`src/vector_map_pkg.sv`:
```
// Purpose: constants and types for the reset and interrupt vector mapper
// Assumes: program addresses are 16-bit word addresses
// Notes:   vector index 1 is reset, 2..35 are interrupt sources
//
// Overview of operation
// - every reset kind uses vector one at 0x0000 when fuse unprogrammed
// - external requests zero..seven map to 0x0002..0x0010 in steps of two
// - timer two compare/overflow 0x0012/0x0014; timer one 0x0016..0x001C
// - timer zero compare 0x001E, overflow 0x0020
// - serial transfer done 0x0022; first serial port 0x0024..0x0028
// - conversion done 0x002A, eeprom ready 0x002C, comparator 0x002E
// - timer one compare C 0x0030; timer three 0x0032..0x003A
// - second serial port 0x003C..0x0040; two-wire 0x0042; store ready 0x0044
// - programmed boot fuse starts execution at boot reset address
// - vector select set adds boot section start to every interrupt vector
// - legacy mode removes sources at 0x0030..0x0044 entirely
// - vector base is 0x0002, or boot address plus 0x0002 when selected
// - boot fuse reads 1 unprogrammed, 0 programmed
// - eight kilobyte boot section gives boot address 0xF000, vectors 0xF002
package vector_map_pkg;

  localparam int unsigned ADDR_W      = 16;
  localparam int unsigned NUM_SRC     = 34;
  localparam int unsigned SRC_IDX_W   = 6;
  localparam int unsigned LEGACY_SRC  = 23;  // sources 0..22 exist in legacy mode
  localparam logic [ADDR_W-1:0] RESET_ADDR_DEF = 16'h0000;
  localparam logic [ADDR_W-1:0] VEC_BASE_OFS   = 16'h0002;
  localparam logic [ADDR_W-1:0] BOOT_ADDR_8K   = 16'hf000;
  localparam logic FUSE_UNPROGRAMMED = 1'b1;
  localparam logic FUSE_PROGRAMMED   = 1'b0;

  // default table offsets, one per source index 0..33
  localparam logic [ADDR_W-1:0] OFS_EXT_REQ_0            = 16'h0002;
  localparam logic [ADDR_W-1:0] OFS_EXT_REQ_1            = 16'h0004;
  localparam logic [ADDR_W-1:0] OFS_EXT_REQ_2            = 16'h0006;
  localparam logic [ADDR_W-1:0] OFS_EXT_REQ_3            = 16'h0008;
  localparam logic [ADDR_W-1:0] OFS_EXT_REQ_4            = 16'h000a;
  localparam logic [ADDR_W-1:0] OFS_EXT_REQ_5            = 16'h000c;
  localparam logic [ADDR_W-1:0] OFS_EXT_REQ_6            = 16'h000e;
  localparam logic [ADDR_W-1:0] OFS_EXT_REQ_7            = 16'h0010;
  localparam logic [ADDR_W-1:0] OFS_T2_MATCH             = 16'h0012;
  localparam logic [ADDR_W-1:0] OFS_T2_WRAP              = 16'h0014;
  localparam logic [ADDR_W-1:0] OFS_T1_CAPTURE           = 16'h0016;
  localparam logic [ADDR_W-1:0] OFS_T1_MATCH_A           = 16'h0018;
  localparam logic [ADDR_W-1:0] OFS_T1_MATCH_B           = 16'h001a;
  localparam logic [ADDR_W-1:0] OFS_T1_WRAP              = 16'h001c;
  localparam logic [ADDR_W-1:0] OFS_T0_MATCH             = 16'h001e;
  localparam logic [ADDR_W-1:0] OFS_T0_WRAP              = 16'h0020;
  localparam logic [ADDR_W-1:0] OFS_SERIAL_TRANSFER_DONE = 16'h0022;
  localparam logic [ADDR_W-1:0] OFS_PORT0_RX_DONE        = 16'h0024;
  localparam logic [ADDR_W-1:0] OFS_PORT0_TX_DATA_EMPTY  = 16'h0026;
  localparam logic [ADDR_W-1:0] OFS_PORT0_TX_DONE        = 16'h0028;
  localparam logic [ADDR_W-1:0] OFS_CONV_DONE            = 16'h002a;
  localparam logic [ADDR_W-1:0] OFS_EEPROM_READY_EVENT   = 16'h002c;
  localparam logic [ADDR_W-1:0] OFS_COMPARATOR           = 16'h002e;
  localparam logic [ADDR_W-1:0] OFS_T1_MATCH_C           = 16'h0030;
  localparam logic [ADDR_W-1:0] OFS_T3_CAPTURE           = 16'h0032;
  localparam logic [ADDR_W-1:0] OFS_T3_MATCH_A           = 16'h0034;
  localparam logic [ADDR_W-1:0] OFS_T3_MATCH_B           = 16'h0036;
  localparam logic [ADDR_W-1:0] OFS_T3_MATCH_C           = 16'h0038;
  localparam logic [ADDR_W-1:0] OFS_T3_WRAP              = 16'h003a;
  localparam logic [ADDR_W-1:0] OFS_PORT1_RX_DONE        = 16'h003c;
  localparam logic [ADDR_W-1:0] OFS_PORT1_TX_DATA_EMPTY  = 16'h003e;
  localparam logic [ADDR_W-1:0] OFS_PORT1_TX_DONE        = 16'h0040;
  localparam logic [ADDR_W-1:0] OFS_TWO_WIRE_PORT        = 16'h0042;
  localparam logic [ADDR_W-1:0] OFS_PROGRAM_STORE_READY  = 16'h0044;

  typedef struct packed {
    logic                 valid;
    logic [SRC_IDX_W-1:0] src;
    logic [ADDR_W-1:0]    addr;
  } vector_req_s;

endpackage : vector_map_pkg

```
`src/lowest_pending.sv`:
```
// Purpose: pick the lowest-numbered set bit of a request vector
// Assumes: purely combinational
// Notes:   index 0 has highest priority
`timescale 1ns/1ns
`default_nettype none
module lowest_pending #(
  parameter int unsigned N   = 34,
  parameter int unsigned IDX = 6
) (
  input  wire logic [N-1:0]   req_i,
  output logic                any_o,
  output logic [IDX-1:0]      idx_o
);
  initial begin
    if (N > (1 << IDX)) $error("index width too small");
  end

  always_comb begin
    any_o = 1'b0;
    idx_o = '0;
    for (int i = N - 1; i >= 0; i--) begin
      if (req_i[i]) begin
        any_o = 1'b1;
        idx_o = IDX'(i);
      end
    end
  end
endmodule // lowest_pending
`default_nettype wire

```
`src/reset_irq_vector_mapper.sv`:
```
// Purpose: map reset and 34 interrupt sources to program vector addresses
// Assumes: requests already enabled and synchronous to sys_clk_i
// Notes:   vector output registered; boot address is a parameter
`timescale 1ns/1ns
`default_nettype none
module reset_irq_vector_mapper
  import vector_map_pkg::*;
#(
  parameter logic [ADDR_W-1:0] BOOT_RESET_ADDR = BOOT_ADDR_8K
) (
  input  wire logic               sys_clk_i,
  input  wire logic               rst_i,
  input  wire logic               boot_reset_fuse_i,
  input  wire logic               vector_base_select_i,
  input  wire logic               legacy_mode_i,
  input  wire logic [NUM_SRC-1:0] irq_req_i,
  input  wire logic               vector_taken_i,
  output logic [ADDR_W-1:0]       reset_addr_o,
  output logic [ADDR_W-1:0]       vector_base_o,
  output logic                    vector_valid_o,
  output logic [SRC_IDX_W-1:0]    vector_src_o,
  output logic [ADDR_W-1:0]       vector_addr_o
);

  // ----------------------------------------------------------------
  // checks and decode
  // ----------------------------------------------------------------
  initial begin
    if (BOOT_RESET_ADDR[0] != 1'b0) $error("boot address must be even");
  end

  function automatic logic fuse_programmed(input logic fuse);
    return fuse == FUSE_PROGRAMMED;
  endfunction

  // ----------------------------------------------------------------
  // source classes
  // ----------------------------------------------------------------
  function automatic logic upper_source(input int unsigned idx);
    return idx >= LEGACY_SRC;
  endfunction

  // ----------------------------------------------------------------
  // vector table
  // ----------------------------------------------------------------
  function automatic logic [ADDR_W-1:0] vector_offset(input logic [SRC_IDX_W-1:0] idx);
    logic [ADDR_W-1:0] ofs;
    ofs = VEC_BASE_OFS;
    case (idx)
      // external requests
      6'h00:   ofs = OFS_EXT_REQ_0;
      6'h01:   ofs = OFS_EXT_REQ_1;
      6'h02:   ofs = OFS_EXT_REQ_2;
      6'h03:   ofs = OFS_EXT_REQ_3;
      6'h04:   ofs = OFS_EXT_REQ_4;
      6'h05:   ofs = OFS_EXT_REQ_5;
      6'h06:   ofs = OFS_EXT_REQ_6;
      6'h07:   ofs = OFS_EXT_REQ_7;

      // timers two and one
      6'h08:   ofs = OFS_T2_MATCH;
      6'h09:   ofs = OFS_T2_WRAP;
      6'h0a:   ofs = OFS_T1_CAPTURE;
      6'h0b:   ofs = OFS_T1_MATCH_A;
      6'h0c:   ofs = OFS_T1_MATCH_B;
      6'h0d:   ofs = OFS_T1_WRAP;

      // timer zero
      6'h0e:   ofs = OFS_T0_MATCH;
      6'h0f:   ofs = OFS_T0_WRAP;

      // serial peripheral and first serial port
      6'h10:   ofs = OFS_SERIAL_TRANSFER_DONE;
      6'h11:   ofs = OFS_PORT0_RX_DONE;
      6'h12:   ofs = OFS_PORT0_TX_DATA_EMPTY;
      6'h13:   ofs = OFS_PORT0_TX_DONE;

      // converter, eeprom, comparator
      6'h14:   ofs = OFS_CONV_DONE;
      6'h15:   ofs = OFS_EEPROM_READY_EVENT;
      6'h16:   ofs = OFS_COMPARATOR;

      // timer one match c and timer three
      6'h17:   ofs = OFS_T1_MATCH_C;
      6'h18:   ofs = OFS_T3_CAPTURE;
      6'h19:   ofs = OFS_T3_MATCH_A;
      6'h1a:   ofs = OFS_T3_MATCH_B;
      6'h1b:   ofs = OFS_T3_MATCH_C;
      6'h1c:   ofs = OFS_T3_WRAP;

      // second serial port, two-wire, store ready
      6'h1d:   ofs = OFS_PORT1_RX_DONE;
      6'h1e:   ofs = OFS_PORT1_TX_DATA_EMPTY;
      6'h1f:   ofs = OFS_PORT1_TX_DONE;
      6'h20:   ofs = OFS_TWO_WIRE_PORT;
      6'h21:   ofs = OFS_PROGRAM_STORE_READY;
      default: ofs = VEC_BASE_OFS;
    endcase
    return ofs;
  endfunction

  // ----------------------------------------------------------------
  // reset and vector base
  // ----------------------------------------------------------------
  logic [ADDR_W-1:0] reset_addr_d;
  logic [ADDR_W-1:0] base_d;
  logic [ADDR_W-1:0] reset_addr_q;
  logic [ADDR_W-1:0] base_q;

  // all reset kinds share one vector
  assign reset_addr_d = fuse_programmed(boot_reset_fuse_i) ? BOOT_RESET_ADDR
                                                           : RESET_ADDR_DEF;
  // base independent of reset location
  assign base_d = vector_base_select_i ? ADDR_W'(BOOT_RESET_ADDR + VEC_BASE_OFS)
                                       : VEC_BASE_OFS;

  always_ff @(posedge sys_clk_i) begin
    if (rst_i) begin
      reset_addr_q <= RESET_ADDR_DEF;
    end else begin
      reset_addr_q <= reset_addr_d;
    end
  end

  always_ff @(posedge sys_clk_i) begin
    if (rst_i) begin
      base_q <= VEC_BASE_OFS;
    end else begin
      base_q <= base_d;
    end
  end

  assign reset_addr_o  = reset_addr_q;
  assign vector_base_o = base_q;

  // ----------------------------------------------------------------
  // source masking and priority
  // ----------------------------------------------------------------
  logic [NUM_SRC-1:0]   live_req;
  logic                 any_req;
  logic [SRC_IDX_W-1:0] win_idx;

  genvar g;
  generate
    for (g = 0; g < NUM_SRC; g++) begin : g_mask
      if (!upper_source(g)) begin : g_base
        assign live_req[g] = irq_req_i[g];
      end else begin : g_upper
        assign live_req[g] = irq_req_i[g] & ~legacy_mode_i;
      end
    end
  endgenerate

  lowest_pending #(
    .N   (NUM_SRC),
    .IDX (SRC_IDX_W)
  ) u_pick (
    .req_i (live_req),
    .any_o (any_req),
    .idx_o (win_idx)
  );

  // ----------------------------------------------------------------
  // vector address
  // ----------------------------------------------------------------
  // source i is vector i+2; table step of two words from base
  vector_req_s       vec_d;
  vector_req_s       vec_q;
  logic [ADDR_W-1:0] reloc_d;
  logic              load_vec;

  // table moves with the vector select bit only
  assign reloc_d = vector_base_select_i ? BOOT_RESET_ADDR : '0;

  always_comb begin
    vec_d.valid = any_req;
    vec_d.src   = win_idx;
    vec_d.addr  = ADDR_W'(reloc_d + vector_offset(win_idx));
  end

  // ----------------------------------------------------------------
  // output register
  // ----------------------------------------------------------------
  assign load_vec = !vec_q.valid || vector_taken_i;

  always_ff @(posedge sys_clk_i) begin
    if (rst_i) begin
      vec_q <= '0;
    end else if (load_vec) begin
      vec_q <= vec_d;
    end
  end

  assign vector_valid_o = vec_q.valid;
  assign vector_src_o   = vec_q.src;
  assign vector_addr_o  = vec_q.addr;

  // ----------------------------------------------------------------
  // elaboration checks of the table
  // ----------------------------------------------------------------
  initial begin
    if (32'(BOOT_RESET_ADDR) + 32'(OFS_PROGRAM_STORE_READY) > 32'hffff) begin
      $error("relocated table wraps");
    end
    if (LEGACY_SRC > NUM_SRC) begin
      $error("legacy split beyond source count");
    end
  end

  generate
    for (g = 0; g < NUM_SRC; g++) begin : g_table
      initial begin
        if (vector_offset(SRC_IDX_W'(g)) != ADDR_W'(VEC_BASE_OFS + 2 * g)) begin
          $error("table step broken");
        end
        if (upper_source(g) != (vector_offset(SRC_IDX_W'(g)) >= OFS_T1_MATCH_C)) begin
          $error("legacy split broken");
        end
      end
    end
  endgenerate

endmodule // reset_irq_vector_mapper
`default_nettype wire

```
`config.mk`:
```
export PLATFORM = sky130hd
export DESIGN_NAME = reset_irq_vector_mapper
export DESIGN_NICKNAME = d
export VERILOG_FILES = /design/src/vector_map_pkg.sv /design/src/lowest_pending.sv /design/src/reset_irq_vector_mapper.sv
export SDC_FILE = /design/constraint.sdc
export NUM_CORES = 1
export LEC_CHECK = 0
export BUFFER_PORTS_ARGS = -buffer_cell sky130_fd_sc_hd__buf_2
export CAP_MARGIN = 20
export CELL_PAD_IN_SITES_DETAIL_PLACEMENT = 0
export CELL_PAD_IN_SITES_GLOBAL_PLACEMENT = 2
export CORE_MARGIN = 4
export CORE_UTILIZATION = 22
export DETAILED_ROUTE_END_ITERATION = 12
export MAX_ROUTING_LAYER = met4
export PLACE_DENSITY_LB_ADDON = 0.1
export SYNTH_ARGS = -nofsm -noshare
export SYNTH_HDL_FRONTEND = slang
export SYNTH_HIERARCHICAL = 1
export SYNTH_SLANG_ARGS = --single-unit
```
`constraint.sdc`:
```
create_clock -name sys_clk_i -period 6.6 [get_ports sys_clk_i]
set_input_delay 1.32 -clock sys_clk_i [delete_from_list [all_inputs] [get_ports sys_clk_i]]
set_output_delay 1.32 -clock sys_clk_i [all_outputs]
set_load 0.01 [all_outputs]
```
* Word level (Yosys, flattened, before mapping)
Memories as Yosys holds them, arrays and structs flattened. Cells that the tools add are included.
Cells by class: bitwise gates (word level) 12, mux-type cells 71, $add $sub $neg 1, reductions and logical operators 2
Operator list (number):
- $mux W6 | 34
- $mux W16 | 3
- $mux W1 | 34
- $add A16 B16 Y16 | 1
- $and A1 B1 Y1 | 11
- $logic_not A1 Y1 | 1
- $logic_or A1 B1 Y1 | 1
- $not A1 Y1 | 1
Word-level totals: memories 1, ROM bits 384, bits in registers 55, input port bits 40, output and inout port bits 55
Memory list:
- (name not given) | depth 64, bits a word 6, read ports 1, clocked after Yosys merged registers in 0, write ports 0, RTL line reset_irq_vector_mapper.sv:49 | case (idx)

* Logic depth before layout (Yosys ltp)
An unclocked memory read counts as a cell.
word-level depth 38, gate-level depth with buffers 11

* By module
Netlist, hierarchy kept.
By module, submodules not included:
- reset_irq_vector_mapper | instances 1, cells each 131, area each 1051.0 um^2
- lowest_pending | instances 1, cells each 74, area each 414.1 um^2

* Worst setup path before layout
No wires, ideal clock.
kind input port to flip-flop, start point in legacy_mode_i, end point reg vec_q, in the netlist vector_addr_o[1], buffers on the path 1, path slack 3204 ps, cell stages on the path 9, data arrival time 3329 ps, data required time 6533 ps, cells stage by stage clkbuf_1 nor2b_1 or4_1 o2111a_1 o21ai_1 and2_1 nor4b_4 a221o_1 a21oi_2
RTL lines:
- start: declaration | RTL line reset_irq_vector_mapper.sv:15 | input wire logic legacy_mode_i,
- end signal: assignment | RTL line reset_irq_vector_mapper.sv:190 | vec_q <= vec_d;
- end: declaration | RTL line reset_irq_vector_mapper.sv:168 | vector_req_s vec_q;

==> impl_metrics.py <==
metrics = {
    "die": {
        "coreArea_mm2": 0.00642,
        "die_h_um": 89.6,
        "die_w_um": 89.6,
        "initial_core_util_pct": 22.8,
        "row_count": 29,
        "num_io_pins": 95,
        "dieArea_mm2": 0.00803,
    },
    "final_layout": {
        "utilization_pct": 27.0,
        "instances_no_fill": 335,
        "drive_gt1_share_pct": 27.9,
        "final_net_count": 302,
        "diodes": 0,
        "final_area_mm2": 0.00173,
        "synthToLayoutAreaGrowth_pct": 18.2,
    },
    "sta": {
        "worst_slew_pin_slew_ns": 0.837,
        "hold-worst-slack_ns": 0.449,
        "finalSetupViolCount": 0,
        "maxSlewHeadroom_pct": 44.2,
        "tns_ns": 0,
        "timing.final.ws_setup_ns": 2.91,
        "period_needed_ns": 3.69,
        "timing.final.crit_share_pct": 55.9,
        "final_hold_viol_count": 0,
        "fmax_mhz": 271,
        "finClkSkew_ns": 0.00294,
        "final-max-slew-violation-count": 0,
        "grt_setup_unrepaired": "no",
    },
    "outcome": {
        "outcome": "finished, final reports clean",
    },
    "power_and_ir_drop": {
        "ir_drop_v": 0.0000752,
        "p_leak_nw": 0.795,
        "total_power_uw": 254,
        "powerDensity_mw_per_mm2": 147,
    },
    "yosys": {
        "synthCells": 205,
        "ys.flop_type": "dfxtp_1",
        "async_flop_share_pct": 0,
        "synth_common_cells": "39 x buf_4, 21 x nand2_1, 21 x nor2_1",
        "ys_types": 37,
        "synth_edf_count": 0,
        "syn_area_mm2": 0.00147,
        "synth_seq_area_share_pct": 21.9,
        "ys_ff_latch": 16,
        "synth_top_area_share_pct": 21.9,
        "postSynthAreaPerCell_um2": 7.15,
        "ys_warn_count": 6,
        "ys_top_cells_by_area": "dfxtp_1 22%, buf_4 20%, nor2b_1 6.8%",
        "synth_most_common_cell": "buf_4",
        "synth_top_area_cell": "dfxtp_1",
    },
    "clocking": {
        "cts_resized": 0,
        "cts_tree": "built",
        "postCtsSetupRepairBufs": 0,
        "cts-root-buf": "clkbuf_8",
        "hold_buffers": 0,
        "clock_path_buffers": 2,
        "htreeDepth": 1,
        "cts.sinks": 16,
        "clk_latency_ns": 0.25,
        "cts_buffers": 3,
        "clk_pin_slew_ns": 0.06,
    },
    "critical_path": {
        "required_ns": 6.77,
        "crit_type": "input pin to register",
        "startpoint_type": "input pin",
        "crit_fanout": 11,
        "cp.arrival_ns": 3.86,
        "crit_path_end_kind": "register",
    },
    "global_route": {
        "grt_pass1_wl_um": 6280,
        "grt-ovfl-total": 0,
        "track_usage_pct": 10.1,
        "grt_pass1_vias": 1358,
        "grt_antenna_before_repair": 0,
        "grt_max_degree": 17,
    },
    "route": {
        "dr.pass1.iters": 4,
        "via_per_inst": 4.27,
        "drcViolationCount": 0,
        "via_count": 1431,
        "drt-initial-drc-count": 48,
        "final_antenna_net_count": 0,
        "drt-total-wl_um": 4110,
        "wl_per_cell_um": 12.3,
    },
    "place": {
        "portBuffers": 64,
        "placed_area_mm2": 0.00168,
        "gp_congestion": 0.769,
        "dp_worst_setup_slack_ns": 2.64,
        "dpl.cell_count": 331,
        "hpwl_um": 3440,
    },
    "job": {
        "maxCapViolCount": 0,
    },
    "worst_hold_path": {
        "worstHoldPathType": "register to register",
    },
}
-- cells by family after synthesis --
family	Yosys count	share of synthesized area [%]
adders and majority gates	3	2.56
AOI/OAI and AO/OA	37	16.7
DFF	16	21.9
buffers and inverters	50	23.0
other	2	0.513
and+or+nand+nor	97	35.4
-- sequential cells by signal (all words and copies together) (netlist names) --
signal	flops
vector_src_o	6
vector_valid_o	1
vector_base_o	1
reset_addr_o	1
vector_addr_o	7
-- worst paths after layout --
kind / start / to / slack, ns / depth (start not counted)
hold / removal: vector_src_o[4] / vector_src_o[4] / 0.45 / 2
setup reg to reg: vector_valid_o / vector_addr_o[6] / 5.41 / 3
setup / recovery: legacy_mode_i / vector_addr_o[6] / 2.91 / 10
hold reg to reg: vector_src_o[4] / vector_src_o[4] / 0.45 / 2
-- layout make-up --
type	instances	area [um^2]
multi-input combinational	167	913
tap	77	96.3
clock buffer	4	55.1
timing repair buffer	64	320
fill	721	4690
inverter	7	26.3
sequential	16	320
-- worst max-delay path: stages --
cell      delay (ns)
buf_2           0.16
nor2b_1         0.28
nor2_1          0.08
a221oi_1        0.29
o21ai_0         0.19
a221oi_1        0.74
ha_1            0.31
and3_2          0.21
a221oi_1        0.09
nor3_1          0.18
-- placed cells by master (no fill, tap or decap), drive strengths merged, types with 2 or more instances in the layout --
master | netlist | routed
buf | 41 | 64
conb | 2 | 30
nand2 | 21 | 21
nor2 | 21 | 21
nor2b | 16 | 16
dfxtp | 16 | 16
a21oi | 14 | 14
nor4 | 11 | 11
inv | 7 | 7
o21ai | 6 | 6
nor3 | 5 | 5
nand2b | 4 | 4
a221oi | 4 | 4
nand4 | 4 | 4
clkbuf | 2 | 4
nand3 | 3 | 3
ha | 3 | 3
or4 | 3 | 3
or3 | 3 | 3
and2b | 2 | 2
a211oi | 2 | 2
a31oi | 2 | 2
o311ai | 2 | 2
-- power by group --
part	leakage (nW)	switching (mW)	internal (mW)
Clock	0.0288	0.0330	0.0528
Sequential	0.131	0.00209	0.100
Combinational	0.635	0.0413	0.0248
-- layer usage --
layer | part of all wire, % | track usage (%) | vias to the layer above
li1 | - | - | 759
met5 | 0 | - | -
met3 | 7.3 | 2.37 | 2
met1 | 48 | 13.6 | 611
met2 | 44 | 16.1 | 59
met4 | 0.56 | 0.812 | 0
Note: power is estimated with default switching activity, not from simulation.
